`config.mk`:
```
export PLATFORM = sky130hd
export DESIGN_NAME = expansion_input_trip_action
export DESIGN_NICKNAME = d
export VERILOG_FILES = /design/src/verilog/trip_action_pkg.sv /design/src/verilog/redundant_slot_select.sv /design/src/verilog/expansion_input_trip_action.sv
export SDC_FILE = /design/constraint.sdc
export NUM_CORES = 1
export LEC_CHECK = 0
export BUFFER_PORTS_ARGS = -buffer_cell sky130_fd_sc_hd__clkbuf_2
export CORE_MARGIN = 2
export CORE_UTILIZATION = 35
export DETAILED_ROUTE_END_ITERATION = 7
export PLACE_DENSITY_LB_ADDON = 0.1
export SLEW_MARGIN = 40
export SYNTH_ARGS = -nofsm -noshare
export SYNTH_HDL_FRONTEND = slang
export SYNTH_SLANG_ARGS = --single-unit
```
`constraint.sdc`:
```
create_clock -name clk_sys -period 1.2 [get_ports clk_sys]
set_input_delay 0.24 -clock clk_sys [delete_from_list [all_inputs] [get_ports clk_sys]]
set_output_delay 0.24 -clock clk_sys [all_outputs]
set_load 0.01 [all_outputs]
```
`src/verilog/trip_action_pkg.sv`:
```
// Shared types and encodings for the expansion input trip decision logic.
package trip_action_pkg;

  localparam int SLOT_COUNT = 4;
  localparam int SETPOINT_W = 16;

  typedef enum logic [2:0] {
    MODE_DISPLAY = 3'h0,
    MODE_ALARM = 3'h1,
    MODE_WAIT = 3'h2,
    MODE_WARNING = 3'h3,
    MODE_MAIN_PERMIT = 3'h4,
    MODE_AIRFLOW = 3'h5
  } input_mode_t;

  typedef enum logic [2:0] {
    TR_NONE = 3'h0,
    TR_ALARM = 3'h1,
    TR_LOCKOUT = 3'h2,
    TR_WAITING = 3'h3,
    TR_PILOT = 3'h4,
    TR_PURGE = 3'h5,
    TR_REIGNITE = 3'h6
  } transition_t;

  typedef enum logic [2:0] {
    AL_NONE = 3'h0,
    AL_OPEN_ALARM = 3'h1,
    AL_OPEN_WAIT = 3'h2,
    AL_OPEN_WARNING = 3'h3,
    AL_MAIN_PERMIT = 3'h4
  } alert_t;

  typedef enum logic [1:0] {
    SEQ_IDLE = 2'h0,
    SEQ_WAIT = 2'h1,
    SEQ_PURGE = 2'h2,
    SEQ_IGNITE = 2'h3
  } pilot_seq_t;

  localparam logic SEL_RESET = 1'b0;

endpackage : trip_action_pkg

```
`src/verilog/redundant_slot_select.sv`:
```
// Picks the card slot that first reported communication and follows only that slot.
`timescale 1ns/1ps
module redundant_slot_select #(
  parameter int N = 4
) (
  input wire logic clk_sys,
  input wire logic rst,
  input wire logic [N-1:0] slot_comm_ok,
  input wire logic [N-1:0] slot_energized,
  output logic sel_energized_q,
  output logic locked_q
);

  localparam int IDX_W = (N > 1) ? $clog2(N) : 1;

  logic [IDX_W-1:0] idx_q;
  logic [IDX_W-1:0] idx_d;
  logic locked_d;
  logic sel_energized_d;

  always_comb begin
    idx_d = idx_q;
    locked_d = locked_q;
    sel_energized_d = sel_energized_q;
    if (!locked_q) begin
      for (int i = N - 1; i >= 0; i--) begin
        if (slot_comm_ok[i]) begin
          idx_d = IDX_W'(i);
          locked_d = 1'b1;
        end
      end
    end
    // A silent slot keeps its last state so that redundancy never stops the burner.
    if (locked_d && slot_comm_ok[idx_d]) begin
      sel_energized_d = slot_energized[idx_d];
    end
  end

  always_ff @(posedge clk_sys or posedge rst) begin
    if (rst) begin
      idx_q <= '0;
      locked_q <= 1'b0;
      sel_energized_q <= trip_action_pkg::SEL_RESET;
    end else begin
      idx_q <= idx_d;
      locked_q <= locked_d;
      sel_energized_q <= sel_energized_d;
    end
  end
endmodule : redundant_slot_select

```
`src/verilog/expansion_input_trip_action.sv`:
```
// Maps a logical expansion digital input to a sequencer transition and an alert.
`timescale 1ns/1ps

module expansion_input_trip_action #(
  parameter int N = trip_action_pkg::SLOT_COUNT,
  parameter int SW = trip_action_pkg::SETPOINT_W
) (
  input wire logic clk_sys,
  input wire logic rst,
  input wire logic [N-1:0] slot_energized_pin,
  input wire logic [N-1:0] slot_comm_ok,
  input wire trip_action_pkg::input_mode_t input_mode,
  input wire logic ctrl_running,
  input wire logic ctrl_main_fuel,
  input wire logic pilot_off_after_main,
  input wire logic purge_done,
  input wire logic reignite_done,
  input wire logic split_transmitter,
  input wire logic [SW-1:0] high_trip_setpoint,
  input wire logic [SW-1:0] span_high_cfg,
  output trip_action_pkg::transition_t transition_q,
  output trip_action_pkg::alert_t alert_q,
  output logic input_energized_q,
  output logic [SW-1:0] span_top_q
);

  logic [N-1:0] pin_meta_q;
  logic [N-1:0] pin_sync_q;
  logic sel_energized;
  logic slot_locked;
  trip_action_pkg::transition_t transition_d;
  trip_action_pkg::alert_t alert_d;
  trip_action_pkg::pilot_seq_t seq_q;
  trip_action_pkg::pilot_seq_t seq_d;
  logic [SW-1:0] span_top_d;

  // Field pins are asynchronous to the controller clock.
  always_ff @(posedge clk_sys or posedge rst) begin
    if (rst) begin
      pin_meta_q <= '0;
      pin_sync_q <= '0;
    end else begin
      pin_meta_q <= slot_energized_pin;
      pin_sync_q <= pin_meta_q;
    end
  end

  redundant_slot_select #(
    .N(N)
  ) u_slot_select (
    .clk_sys(clk_sys),
    .rst(rst),
    .slot_comm_ok(slot_comm_ok),
    .slot_energized(pin_sync_q),
    .sel_energized_q(sel_energized),
    .locked_q(slot_locked)
  );

  always_comb begin
    transition_d = trip_action_pkg::TR_NONE;
    alert_d = trip_action_pkg::AL_NONE;
    seq_d = seq_q;
    if (!sel_energized) begin
      unique case (input_mode)
        trip_action_pkg::MODE_ALARM: begin
          transition_d = ctrl_running ? trip_action_pkg::TR_LOCKOUT
                                      : trip_action_pkg::TR_ALARM;
          alert_d = trip_action_pkg::AL_OPEN_ALARM;
        end
        trip_action_pkg::MODE_WAIT: begin
          transition_d = ctrl_running ? trip_action_pkg::TR_WAITING
                                      : trip_action_pkg::TR_NONE;
          alert_d = trip_action_pkg::AL_OPEN_WAIT;
        end
        trip_action_pkg::MODE_WARNING: begin
          alert_d = trip_action_pkg::AL_OPEN_WARNING;
        end
        trip_action_pkg::MODE_MAIN_PERMIT: begin
          alert_d = trip_action_pkg::AL_MAIN_PERMIT;
          if (ctrl_main_fuel) begin
            if (pilot_off_after_main) begin
              transition_d = trip_action_pkg::TR_WAITING;
              if (seq_q == trip_action_pkg::SEQ_IDLE) begin
                seq_d = trip_action_pkg::SEQ_WAIT;
              end
            end else begin
              transition_d = trip_action_pkg::TR_PILOT;
            end
          end
        end
        // Display only, and airflow proving which another block decides.
        default: begin
          transition_d = trip_action_pkg::TR_NONE;
        end
      endcase
    end
    // Once started, the relight sequence owns the transition output until pilot.
    unique case (seq_q)
      trip_action_pkg::SEQ_IDLE: begin
      end
      trip_action_pkg::SEQ_WAIT: begin
        transition_d = trip_action_pkg::TR_WAITING;
        seq_d = trip_action_pkg::SEQ_PURGE;
      end
      trip_action_pkg::SEQ_PURGE: begin
        transition_d = trip_action_pkg::TR_PURGE;
        if (purge_done) begin
          seq_d = trip_action_pkg::SEQ_IGNITE;
        end
      end
      trip_action_pkg::SEQ_IGNITE: begin
        transition_d = trip_action_pkg::TR_REIGNITE;
        if (reignite_done) begin
          transition_d = trip_action_pkg::TR_PILOT;
          seq_d = trip_action_pkg::SEQ_IDLE;
        end
      end
    endcase
  end

  always_comb begin
    span_top_d = split_transmitter ? high_trip_setpoint : span_high_cfg;
  end

  always_ff @(posedge clk_sys or posedge rst) begin
    if (rst) begin
      transition_q <= trip_action_pkg::TR_NONE;
      alert_q <= trip_action_pkg::AL_NONE;
      seq_q <= trip_action_pkg::SEQ_IDLE;
      input_energized_q <= trip_action_pkg::SEL_RESET;
      span_top_q <= '0;
    end else begin
      transition_q <= transition_d;
      alert_q <= alert_d;
      seq_q <= seq_d;
      input_energized_q <= sel_energized;
      span_top_q <= span_top_d;
    end
  end
endmodule : expansion_input_trip_action

```
==> flow_metrics.tcl, run 1 <==
set metrics [dict create \
    dr.first_iter.drc_count 50 \
    clock_latency_ps 280 \
    critPathKind "register to register" \
    die-area_um2 5064 \
    ir_drop_v 0.0007809 \
    path_cells "o21ba_4, o22ai_4, mux2i_1, mux2_4, mux2i_1" \
    fmax_mhz 726.2 \
    clock_skew_ps 3.264 \
    drt_wl_total_um 3477 \
    grt_pass1_wl_um 5727 \
    ys_types 29 \
    critical_path.max_fanout 6 \
    antenna_found_initial 0 \
    p_switching_w 0.001123 \
    grt_max_degree 38 \
    synth_seq_cells 37 \
    synthCells 124 \
    antennaDiodeCount 0 \
    status "finished, violations left" \
    end_kind "register" \
    cts_buffers 5 \
    clkSinkCount 37 \
    postPlaceCellArea_um2 2168 \
    hold_violations 0 \
    dr.pass1.iters 6 \
    ios 74 \
    cts_buffer_depth 2 \
    grt_overflow 0 \
    post-route-drc-count 0 \
    fin_hold_ws_ps 54.96 \
    p_per_area_nw_per_um2 1683 \
    cp.arrival_ps 1590 \
    via_per_inst 4.712 \
    final_cell_mix "clkbuf_2 (73), dfrtp_1 (35), buf_4 (20)" \
    vias 1310 \
    place_worst_setup_slack_ps -187.2 \
    pwr-share-comb_pct 32.5 \
    wire_per_inst_um 12.51 \
    die_w_um 71.17 \
    violations "negative setup slack" \
    synth_area_um2 1579 \
    crit_family "multiplexers" \
    syn_nets 179 \
    hp-class "input pin to register" \
    p_leak_nw 1.232 \
    maxCapViolCount 0 \
    slew_viol_final 0 \
    nFillCells 368 \
    synth_seq_area_share_pct 58.64 \
    startpoint_type "register" \
    dieHeight_um 71.17 \
    slowest_delay_ps 450 \
    seqPwrFrac_pct 36.7 \
    track_usage_pct 14.73 \
    core_area_um2 4354 \
    drive_gt1_share_pct 64.16 \
    tightestPinTransition_ps 383.6 \
    min_period_over_period_pct 114.8 \
    p_sw_share_pct 27.43 \
    htreeDepth 2 \
    port_buffers 73 \
    setup_viol 2 \
    place.gp.congestion 0.8245 \
    slowest_stage "dfrtp_2" \
    max-slew-margin-rel_pct 74.43 \
    cp_num_buf_inv 0 \
    rsz0062_at_grt "true" \
    layout.nets 280 \
    syn2layout_area_growth_pct 54.04 \
    cp.required_ps 1410 \
    floorplan.rows 24 \
    clk_pin_slew_worst_paths_ps 70 \
    fin_area_um2 2432 \
    min_period_ps 1377 \
    dpl.hpwl_um 2578 \
    pwr-share-clk_pct 30.8 \
    p_int_w 0.002971 \
    cts_tree "yes" \
    syn_area_per_cell_um2 12.73 \
    setup_ws_ps -177.1 \
    cts-root-buf "clkbuf_8" \
    final_common_cell "clkbuf_2" \
    grt_pass1_vias 1407 \
    start_util_pct 36.26 \
    crit_top_cell "mux2i_1" \
    antenna_left 0 \
    yosys_warnings 0 \
]
==> Yosys cell counts (all sizes together) <==
| library cell | n | share of area [%] |
|---|---|---|
| a2bb2o | 1 | 1.3 |
| nand3b | 2 | 0.95 |
| mux2 | 17 | 12 |
| inv | 9 | 2.1 |
| or2b | 1 | 0.48 |
| dfrtp | 37 | 59 |
| nand2 | 5 | 1.2 |
| o2111ai | 1 | 0.55 |
| nor3 | 3 | 0.95 |
| nor2 | 8 | 2.4 |
| buf | 4 | 1.3 |
| nor2b | 2 | 0.79 |
| o221ai | 1 | 0.55 |
| or3b | 1 | 0.71 |
| and3 | 3 | 1.3 |
| o21ai | 4 | 1.3 |
| o21ba | 1 | 0.63 |
| mux2i | 4 | 2.5 |
| xor2 | 2 | 1.1 |
| ha | 4 | 3.2 |
| a31oi | 1 | 0.40 |
| nand3 | 1 | 0.63 |
| o22ai | 4 | 2.5 |
| a21oi | 8 | 2.5 |
==> per-layer routing <==
layer  share of wire (%)  up-vias  GRT usage [%]
li1                    -      627              -
met1                  37      603          14.33
met2                  51       68          25.41
met3                 8.5       12          5.128
met4                 3.5        0          11.11
met5                   0        -              0
==> sequential cells by signal, summed over array words and instances, names as in the netlist <==
register and flops:
span_top_q 16, pin_meta_q 4, pin_sync_q 4, alert_q 3, transition_q 3, seq_q 2
u_slot_select.idx_q 2, input_energized_q 1, u_slot_select.locked_q 1, u_slot_select.sel_energized_q 1
==> power by group through the flow <==
stage / Sequential [W] / Combinational [W] / Clock, W
detailed placement: 0.00150 / 0.00104 / 0
global route: 0.00152 / 0.00147 / 0.00134
CTS: 0.00148 / 0.00115 / 0.00130
global placement: 0.00150 / 0.00102 / 0
finish: 0.00150 / 0.00133 / 0.00126
floorplan: 0.00155 / 0.000469 / 0
==> timing repair <==
| action | 4_1_cts | 5_1_grt |
|---|---|---|
| pin swaps | 4 | 6 |
| hold endpoints to repair | 37 | 0 |
| buffers inserted | 1 | 2 |
| gates resized for setup | 11 | 13 |
| hold buffers | 1 | 0 |
| endpoints found under the setup margin | 6 | 6 |
==> cell families after synthesis <==
logic type | synth area share, %
xor gates and xnor gates | 1.110
muxes | 14.66
buffers and inverters | 3.407
AOI/OAI and AO/OA | 9.668
DFF | 58.64
adders and majority gates | 3.170
and+or+nand+nor | 9.350
==> stage by stage <==
step / cells / TNS (ps) / total power [W] / util, %
after global placement: 266 / -634.6 / 0.002521 / 49.80
after detailed placement: 266 / -783.5 / 0.002542 / 49.80
after global routing: 278 / -481.8 / 0.004333 / 55.86
after floorplan: 124 / -165.1 / 0.002023 / -
final: 278 / -246.1 / 0.004094 / 55.86
after CTS: 276 / -240.0 / 0.003937 / 54.31
==> layout make-up <==
type	instances	area, µm²	share of cell area, %
clock buffers	5	68.82	2.829
multi-input cells	74	691.9	28.45
repair buffers	98	579.3	23.82
clock inverters	3	65.06	2.675
inverters	9	33.78	1.389
well taps	52	65.06	2.675
flip-flops and latches	37	928.4	38.17
==> worst register-to-register path: stages (launching register included) <==
cell and delay, ps:
dfrtp_2 450, o21ba_4 250, o22ai_4 80, mux2i_1 130, mux2_4 270, mux2i_1 120
==> final timing paths <==
path                            depth (start not counted)  slack [ps]                              from                                         to
worst max-delay path                                    5        -180  u_slot_select.locked_q$_DFF_PP0_  u_slot_select.sel_energized_q$_DFFE_PP0P_
min in group asynchronous                               4         530                               rst                  transition_q[2]$_DFF_PP0_
max in group asynchronous                               4         460                               rst                         seq_q[1]$_DFF_PP0_
worst min-delay path                                    1          50             slot_energized_pin[3]                    pin_meta_q[3]$_DFF_PP0_
worst max register to register                          5        -180  u_slot_select.locked_q$_DFF_PP0_  u_slot_select.sel_energized_q$_DFFE_PP0P_
worst min register to register                          0         350           pin_meta_q[3]$_DFF_PP0_                    pin_sync_q[3]$_DFF_PP0_
Power figures use the tool's default switching activity.
==> inputs of run 2 (changes only) <==
==> constraint.sdc (replaced) <==
create_clock -name clk_sys -period 1.45 [get_ports clk_sys]
set_input_delay 0.29 -clock clk_sys [delete_from_list [all_inputs] [get_ports clk_sys]]
set_output_delay 0.29 -clock clk_sys [all_outputs]
set_load 0.01 [all_outputs]
==> run 2 against run 1 <==
- the run now ends clean
- count of clock-buffer cells in the layout did not move
- clock skew barely moved
- sequential cell count did not move
- routed wire length fell by 7.0%
- clock power fell by 17%
- critical endpoint unchanged
- largest power group unchanged
==> flow_metrics.tcl, run 2 (same netlist as run 1, synthesis figures left out) <==
set metrics [dict create \
    rsz0062_at_grt "true" \
    max-slew-margin-rel_pct 69.31 \
    cp_num_buf_inv 0 \
    clock_skew_ps 2.890 \
    drive_gt1_share_pct 56.52 \
    core_area_um2 4354 \
    antennaDiodeCount 0 \
    via_per_inst 4.761 \
    path_cells "o21ba_4, o22ai_4, mux2i_1, mux2_2, mux2i_1" \
    postCtsHoldBufs 0 \
    crit_cells 5 \
    clk_pin_slew_worst_paths_ps 70 \
    dr.pass1.iters 4 \
    ir_drop_v 0.0005103 \
    fmax_mhz 722.6 \
    min_period_ps 1384 \
    cts-root-buf "clkbuf_8" \
    critical_path.max_fanout 7 \
    grt_pass1_wl_um 5444 \
    nFillCells 396 \
    min_period_over_period_pct 95.44 \
    end_kind "register" \
    cts_buffers 5 \
    p_leak_nw 1.119 \
    floorplan.rows 24 \
    antenna_found_initial 0 \
    vias 1233 \
    grt_pass1_vias 1290 \
    grt_max_degree 38 \
    layout.cells.non_filler 259 \
    final_cell_mix "clkbuf_2 (73), dfrtp_1 (35), mux2_2 (17)" \
    status "finished, final reports clean" \
    cp.arrival_ps 1590 \
    top_regs "span_top_q (16), pin_meta_q (4), pin_sync_q (4)" \
    crit_family "multiplexers" \
    place_worst_setup_slack_ps -13.45 \
    slew_viol_final 0 \
    die-area_um2 5064 \
    start_util_pct 36.26 \
    layout.nets 261 \
    largest_reg_flops 16 \
    multi_input_area_um2 616.8 \
    r2r_cells 5 \
    dpl.hpwl_um 2504 \
    layout.area.seq_um2 928.4 \
    dr.first_iter.drc_count 41 \
    clkSinkCount 37 \
    wire_per_inst_um 12.48 \
    clock_latency_ps 280 \
    slowest_delay_ps 460 \
    dieHeight_um 71.17 \
    grt_overflow 0 \
    place_inst 250 \
    drt_wl_total_um 3233 \
    critPathKind "register to register" \
    htreeDepth 2 \
    hp-class "input pin to asynchronous set/reset pin" \
    hold_violations 0 \
    track_usage_pct 13.81 \
    setup_viol 0 \
    ios 74 \
    p_per_area_nw_per_um2 1347 \
    cts_tree "yes" \
    cts_buffer_depth 2 \
    slowest_stage "dfrtp_2" \
    crit_top_cell "mux2i_1" \
    tightestPinTransition_ps 460.3 \
    final_common_cell "clkbuf_2" \
    setup_ws_ps 66.16 \
    startpoint_type "register" \
    antenna_left 0 \
    post-route-drc-count 0 \
    cp.required_ps 1660 \
    place.gp.congestion 0.7776 \
    maxCapViolCount 0 \
    top_register "span_top_q" \
    port_buffers 73 \
    die_w_um 71.17 \
    syn2layout_area_growth_pct 38.59 \
]
## run 2: per-layer routing
layer  wire (µm)  vias up  track usage, %  share of wire (%)
met3         290        9           5.556                9.0
met5           0        -               0                  0
met1        1267      579           15.79                 39
li1            -      587               -                  -
met4          81        0           6.289                2.5
met2        1593       58           22.63                 49
## run 2: layout make-up
class	count	share of cell area, %
Clock buffer	5	3.145
Timing Repair Buffer	79	18.75
Sequential cell	37	42.42
Inverter	9	1.544
Multi-Input combinational cell	74	28.19
Clock inverter	3	2.973
Tap cell	52	2.973
## run 2: report_power, final
part,total (W),leakage [nW],internal [W],switching [W]
combinational,0.000678,0.610,0.000331,0.000347
clock,0.00104,0.0681,0.000683,0.000353
sequential,0.00123,0.441,0.00116,0.0000691
total,0.00295,1.12,0.00218,0.000769
## run 2: tightest hold or removal path, stage by stage
cell      delay, ps
clkbuf_2         80
inv_1            40
buf_4           390
## run 2: path summary, 6_finish.rpt
check	start	to	slack, ps
hold / removal	rst	pin_sync_q[3]$_DFF_PP0_	80
hold reg to reg	pin_meta_q[3]$_DFF_PP0_	pin_sync_q[3]$_DFF_PP0_	350
setup reg to reg	u_slot_select.locked_q$_DFF_PP0_	u_slot_select.sel_energized_q$_DFFE_PP0P_	70
max in group asynchronous	rst	seq_q[1]$_DFF_PP0_	1020
setup / recovery	u_slot_select.locked_q$_DFF_PP0_	u_slot_select.sel_energized_q$_DFFE_PP0P_	70
min in group clk_sys	slot_energized_pin[3]	pin_meta_q[3]$_DFF_PP0_	110
## run 2: per-stage QoR
step / cell area, µm² / total power, W / hold WS [ps] / utilization (%) / setup TNS (ps)
6_report: 2188 / 0.002948 / 77.71 / 50.26 / 0
3_5_place_dp: 2027 / 0.001925 / 337.9 / 46.55 / -18.34
3_3_place_gp: 2027 / 0.001906 / 332.0 / 46.55 / 0
2_1_floorplan: 1579 / 0.001668 / 321.4 / - / 0
4_1_cts: 2165 / 0.002987 / 94.07 / 49.71 / 0
5_1_grt: 2188 / 0.003138 / 84.37 / 50.26 / -28.58
## run 2: repair_timing
item / in CTS / in global routing
gates resized for setup: 1 / 6
buffers inserted: 0 / 1
hold endpoints to repair: 0 / 0
endpoints found under the setup margin: 1 / 5
gates cloned: 0 / 0
==> inputs of run 3 (changes only) <==
--- a/config.mk
+++ b/config.mk
@@ -6,6 +6,7 @@
 export NUM_CORES = 1
 export LEC_CHECK = 0
 export BUFFER_PORTS_ARGS = -buffer_cell sky130_fd_sc_hd__clkbuf_2
+export CAP_MARGIN = 20
 export CORE_MARGIN = 2
 export CORE_UTILIZATION = 35
 export DETAILED_ROUTE_END_ITERATION = 7
==> constraint.sdc (replaced) <==
create_clock -name clk_sys -period 1.7 [get_ports clk_sys]
set_input_delay 0.34 -clock clk_sys [delete_from_list [all_inputs] [get_ports clk_sys]]
set_output_delay 0.34 -clock clk_sys [all_outputs]
set_load 0.01 [all_outputs]
==> run 3 against run 2 <==
- register-to-register slack better by 140 ps
- count of clock-buffer cells in the layout unchanged
- non-clock buffer count down 5
- final cell count down 1.9%
- first-iteration DRC count rose to 3.3 times the previous value
- die area unchanged
- maximum frequency down 7.4%
- global-route usage down 0.53 points
- sequential share of layout area up 1.0 points
==> flow_metrics.tcl, run 3 (same netlist as run 1, synthesis figures left out) <==
set metrics [dict create \
    cts_buffer_depth 2 \
    top_register "span_top_q" \
    cp.required_ps 1900 \
    grt_pass1_vias 1282 \
    syn2layout_area_growth_pct 34.94 \
    grt_pass1_wl_um 5161 \
    timing.rr.end "u_slot_select.sel_energized_q$_DFFE_PP0P_" \
    tightestPinTransition_ps 459.4 \
    hold_violations 0 \
    post-route-drc-count 0 \
    end_kind "register" \
    cp_num_buf_inv 0 \
    die_w_um 71.17 \
    min_period_ps 1494 \
    start_util_pct 36.26 \
    min_period_over_period_pct 87.90 \
    dr.first_iter.drc_count 136 \
    crit_top_cell "mux2i_1" \
    antennaDiodeCount 0 \
    via_per_inst 4.776 \
    ff2ff_setup_slack_ps 210 \
    htreeDepth 2 \
    cts-root-buf "clkbuf_8" \
    slew_viol_final 0 \
    antenna_left 0 \
    ir_drop_v 0.0005498 \
    wire_per_inst_um 12.30 \
    startpoint_type "register" \
    layout.nets 256 \
    core_area_um2 4354 \
    drive_gt1_share_pct 52.48 \
    cts_resized 0 \
    crit_family "flip-flops" \
    slowest_stage "dfrtp_1" \
    largest_reg_flops 16 \
    floorplan.rows 24 \
    fmax_mhz 669.2 \
    place.gp.congestion 0.7874 \
    grt_overflow 0 \
    final_cell_mix "clkbuf_2 (73), dfrtp_1 (37), mux2_2 (17)" \
    setup_viol 0 \
    grt_max_degree 38 \
    slowest_delay_ps 520 \
    ios 74 \
    cp.arrival_ps 1700 \
    max-slew-margin-rel_pct 69.37 \
    postCtsHoldBufs 0 \
    dpl.hpwl_um 2421 \
    dr.pass1.iters 4 \
    cts_setup_buffers 0 \
    port_buffers 73 \
    dieHeight_um 71.17 \
    hp-class "input pin to asynchronous set/reset pin" \
    r2r_cells 5 \
    maxCapViolCount 0 \
    rsz0062_at_grt "false" \
    status "finished, final reports clean" \
    track_usage_pct 13.27 \
    die-area_um2 5064 \
    clock_skew_ps 1.428 \
    fin_hold_ws_ps 129.9 \
    p_leak_nw 1.098 \
    p_per_area_nw_per_um2 1170 \
    clock_latency_ps 280 \
    cts_buffers 5 \
    drt_wl_total_um 3125 \
    r2r-start "u_slot_select.locked_q$_DFF_PP0_" \
    cts_tree "yes" \
    critPathKind "register to register" \
    final_common_cell "clkbuf_2" \
    tns_ps 0 \
    path_cells "o21ba_2, o22ai_4, mux2i_1, mux2_2, mux2i_1" \
    clk_pin_slew_worst_paths_ps 70 \
    antenna_found_initial 0 \
    top_regs "span_top_q (16), pin_meta_q (4), pin_sync_q (4)" \
    vias 1213 \
    clkSinkCount 37 \
    critical_path.max_fanout 9 \
]
## run 3: power breakdown
group          internal, W  switching [W]  leakage, nW
Combinational     0.000271       0.000294        0.588
Sequential        0.000990      0.0000592        0.442
Clock             0.000583       0.000297       0.0681
Total              0.00184       0.000649         1.10
## run 3: area by class of cell
type	instances	area (µm²)
clock inverters	3	65.06
fillers	407	2223
multi-input cells	74	599.3
repair buffers	74	372.9
well taps	52	65.06
clock buffers	5	68.82
flip-flops and latches	37	925.9
inverters	9	33.78
## run 3: how the worst max path moves through the flow
stage / start / slack, ps / cells after the start / endpoint
after floorplan: u_slot_select.locked_q$_DFF_PP0_ / 320 / 6 / u_slot_select.sel_energized_q$_DFFE_PP0P_
after global placement: input_mode[0] / 180 / 6 / seq_q[0]$_DFF_PP0_
after detailed placement: input_mode[0] / 140 / 6 / seq_q[0]$_DFF_PP0_
after CTS: u_slot_select.locked_q$_DFF_PP0_ / 190 / 5 / u_slot_select.sel_energized_q$_DFFE_PP0P_
after global routing: u_slot_select.locked_q$_DFF_PP0_ / 80 / 5 / u_slot_select.sel_energized_q$_DFFE_PP0P_
final: u_slot_select.locked_q$_DFF_PP0_ / 210 / 5 / u_slot_select.sel_energized_q$_DFFE_PP0P_
## run 3: stage by stage
stage / utilization, % / worst slack (ps) / total power [W] / cells / area, µm²
6_report: 48.94 / 205.6 / 0.002493 / 254 / 2131
5_1_grt: 48.94 / 84.76 / 0.002645 / 254 / 2131
4_1_cts: 48.94 / 194.4 / 0.002547 / 254 / 2131
3_5_place_dp: 45.86 / 139.3 / 0.001642 / 246 / 1997
3_3_place_gp: 45.86 / 181.6 / 0.001622 / 246 / 1997
2_1_floorplan: - / 317.8 / 0.001423 / 124 / 1579
## run 3: routing by layer
| layer | global-route usage, % | vias up | share of wire [%] | routed length [µm] |
|---|---|---|---|---|
| met1 | 13.24 | 550 | 36 | 1118 |
| met5 | 0 | - | 0 | 0 |
| met3 | 6.410 | 9 | 12 | 368 |
| met2 | 22.74 | 75 | 50 | 1555 |
| met4 | 6.918 | 0 | 2.6 | 82 |
| li1 | - | 579 | - | - |
## run 3: worst reg2reg max path, delay by kind of cell, from the launching register on
family / cells / cell delay (ps)
DFF: 1 / 520
AOI/OAI and AO/OA: 2 / 420
muxes: 3 / 490
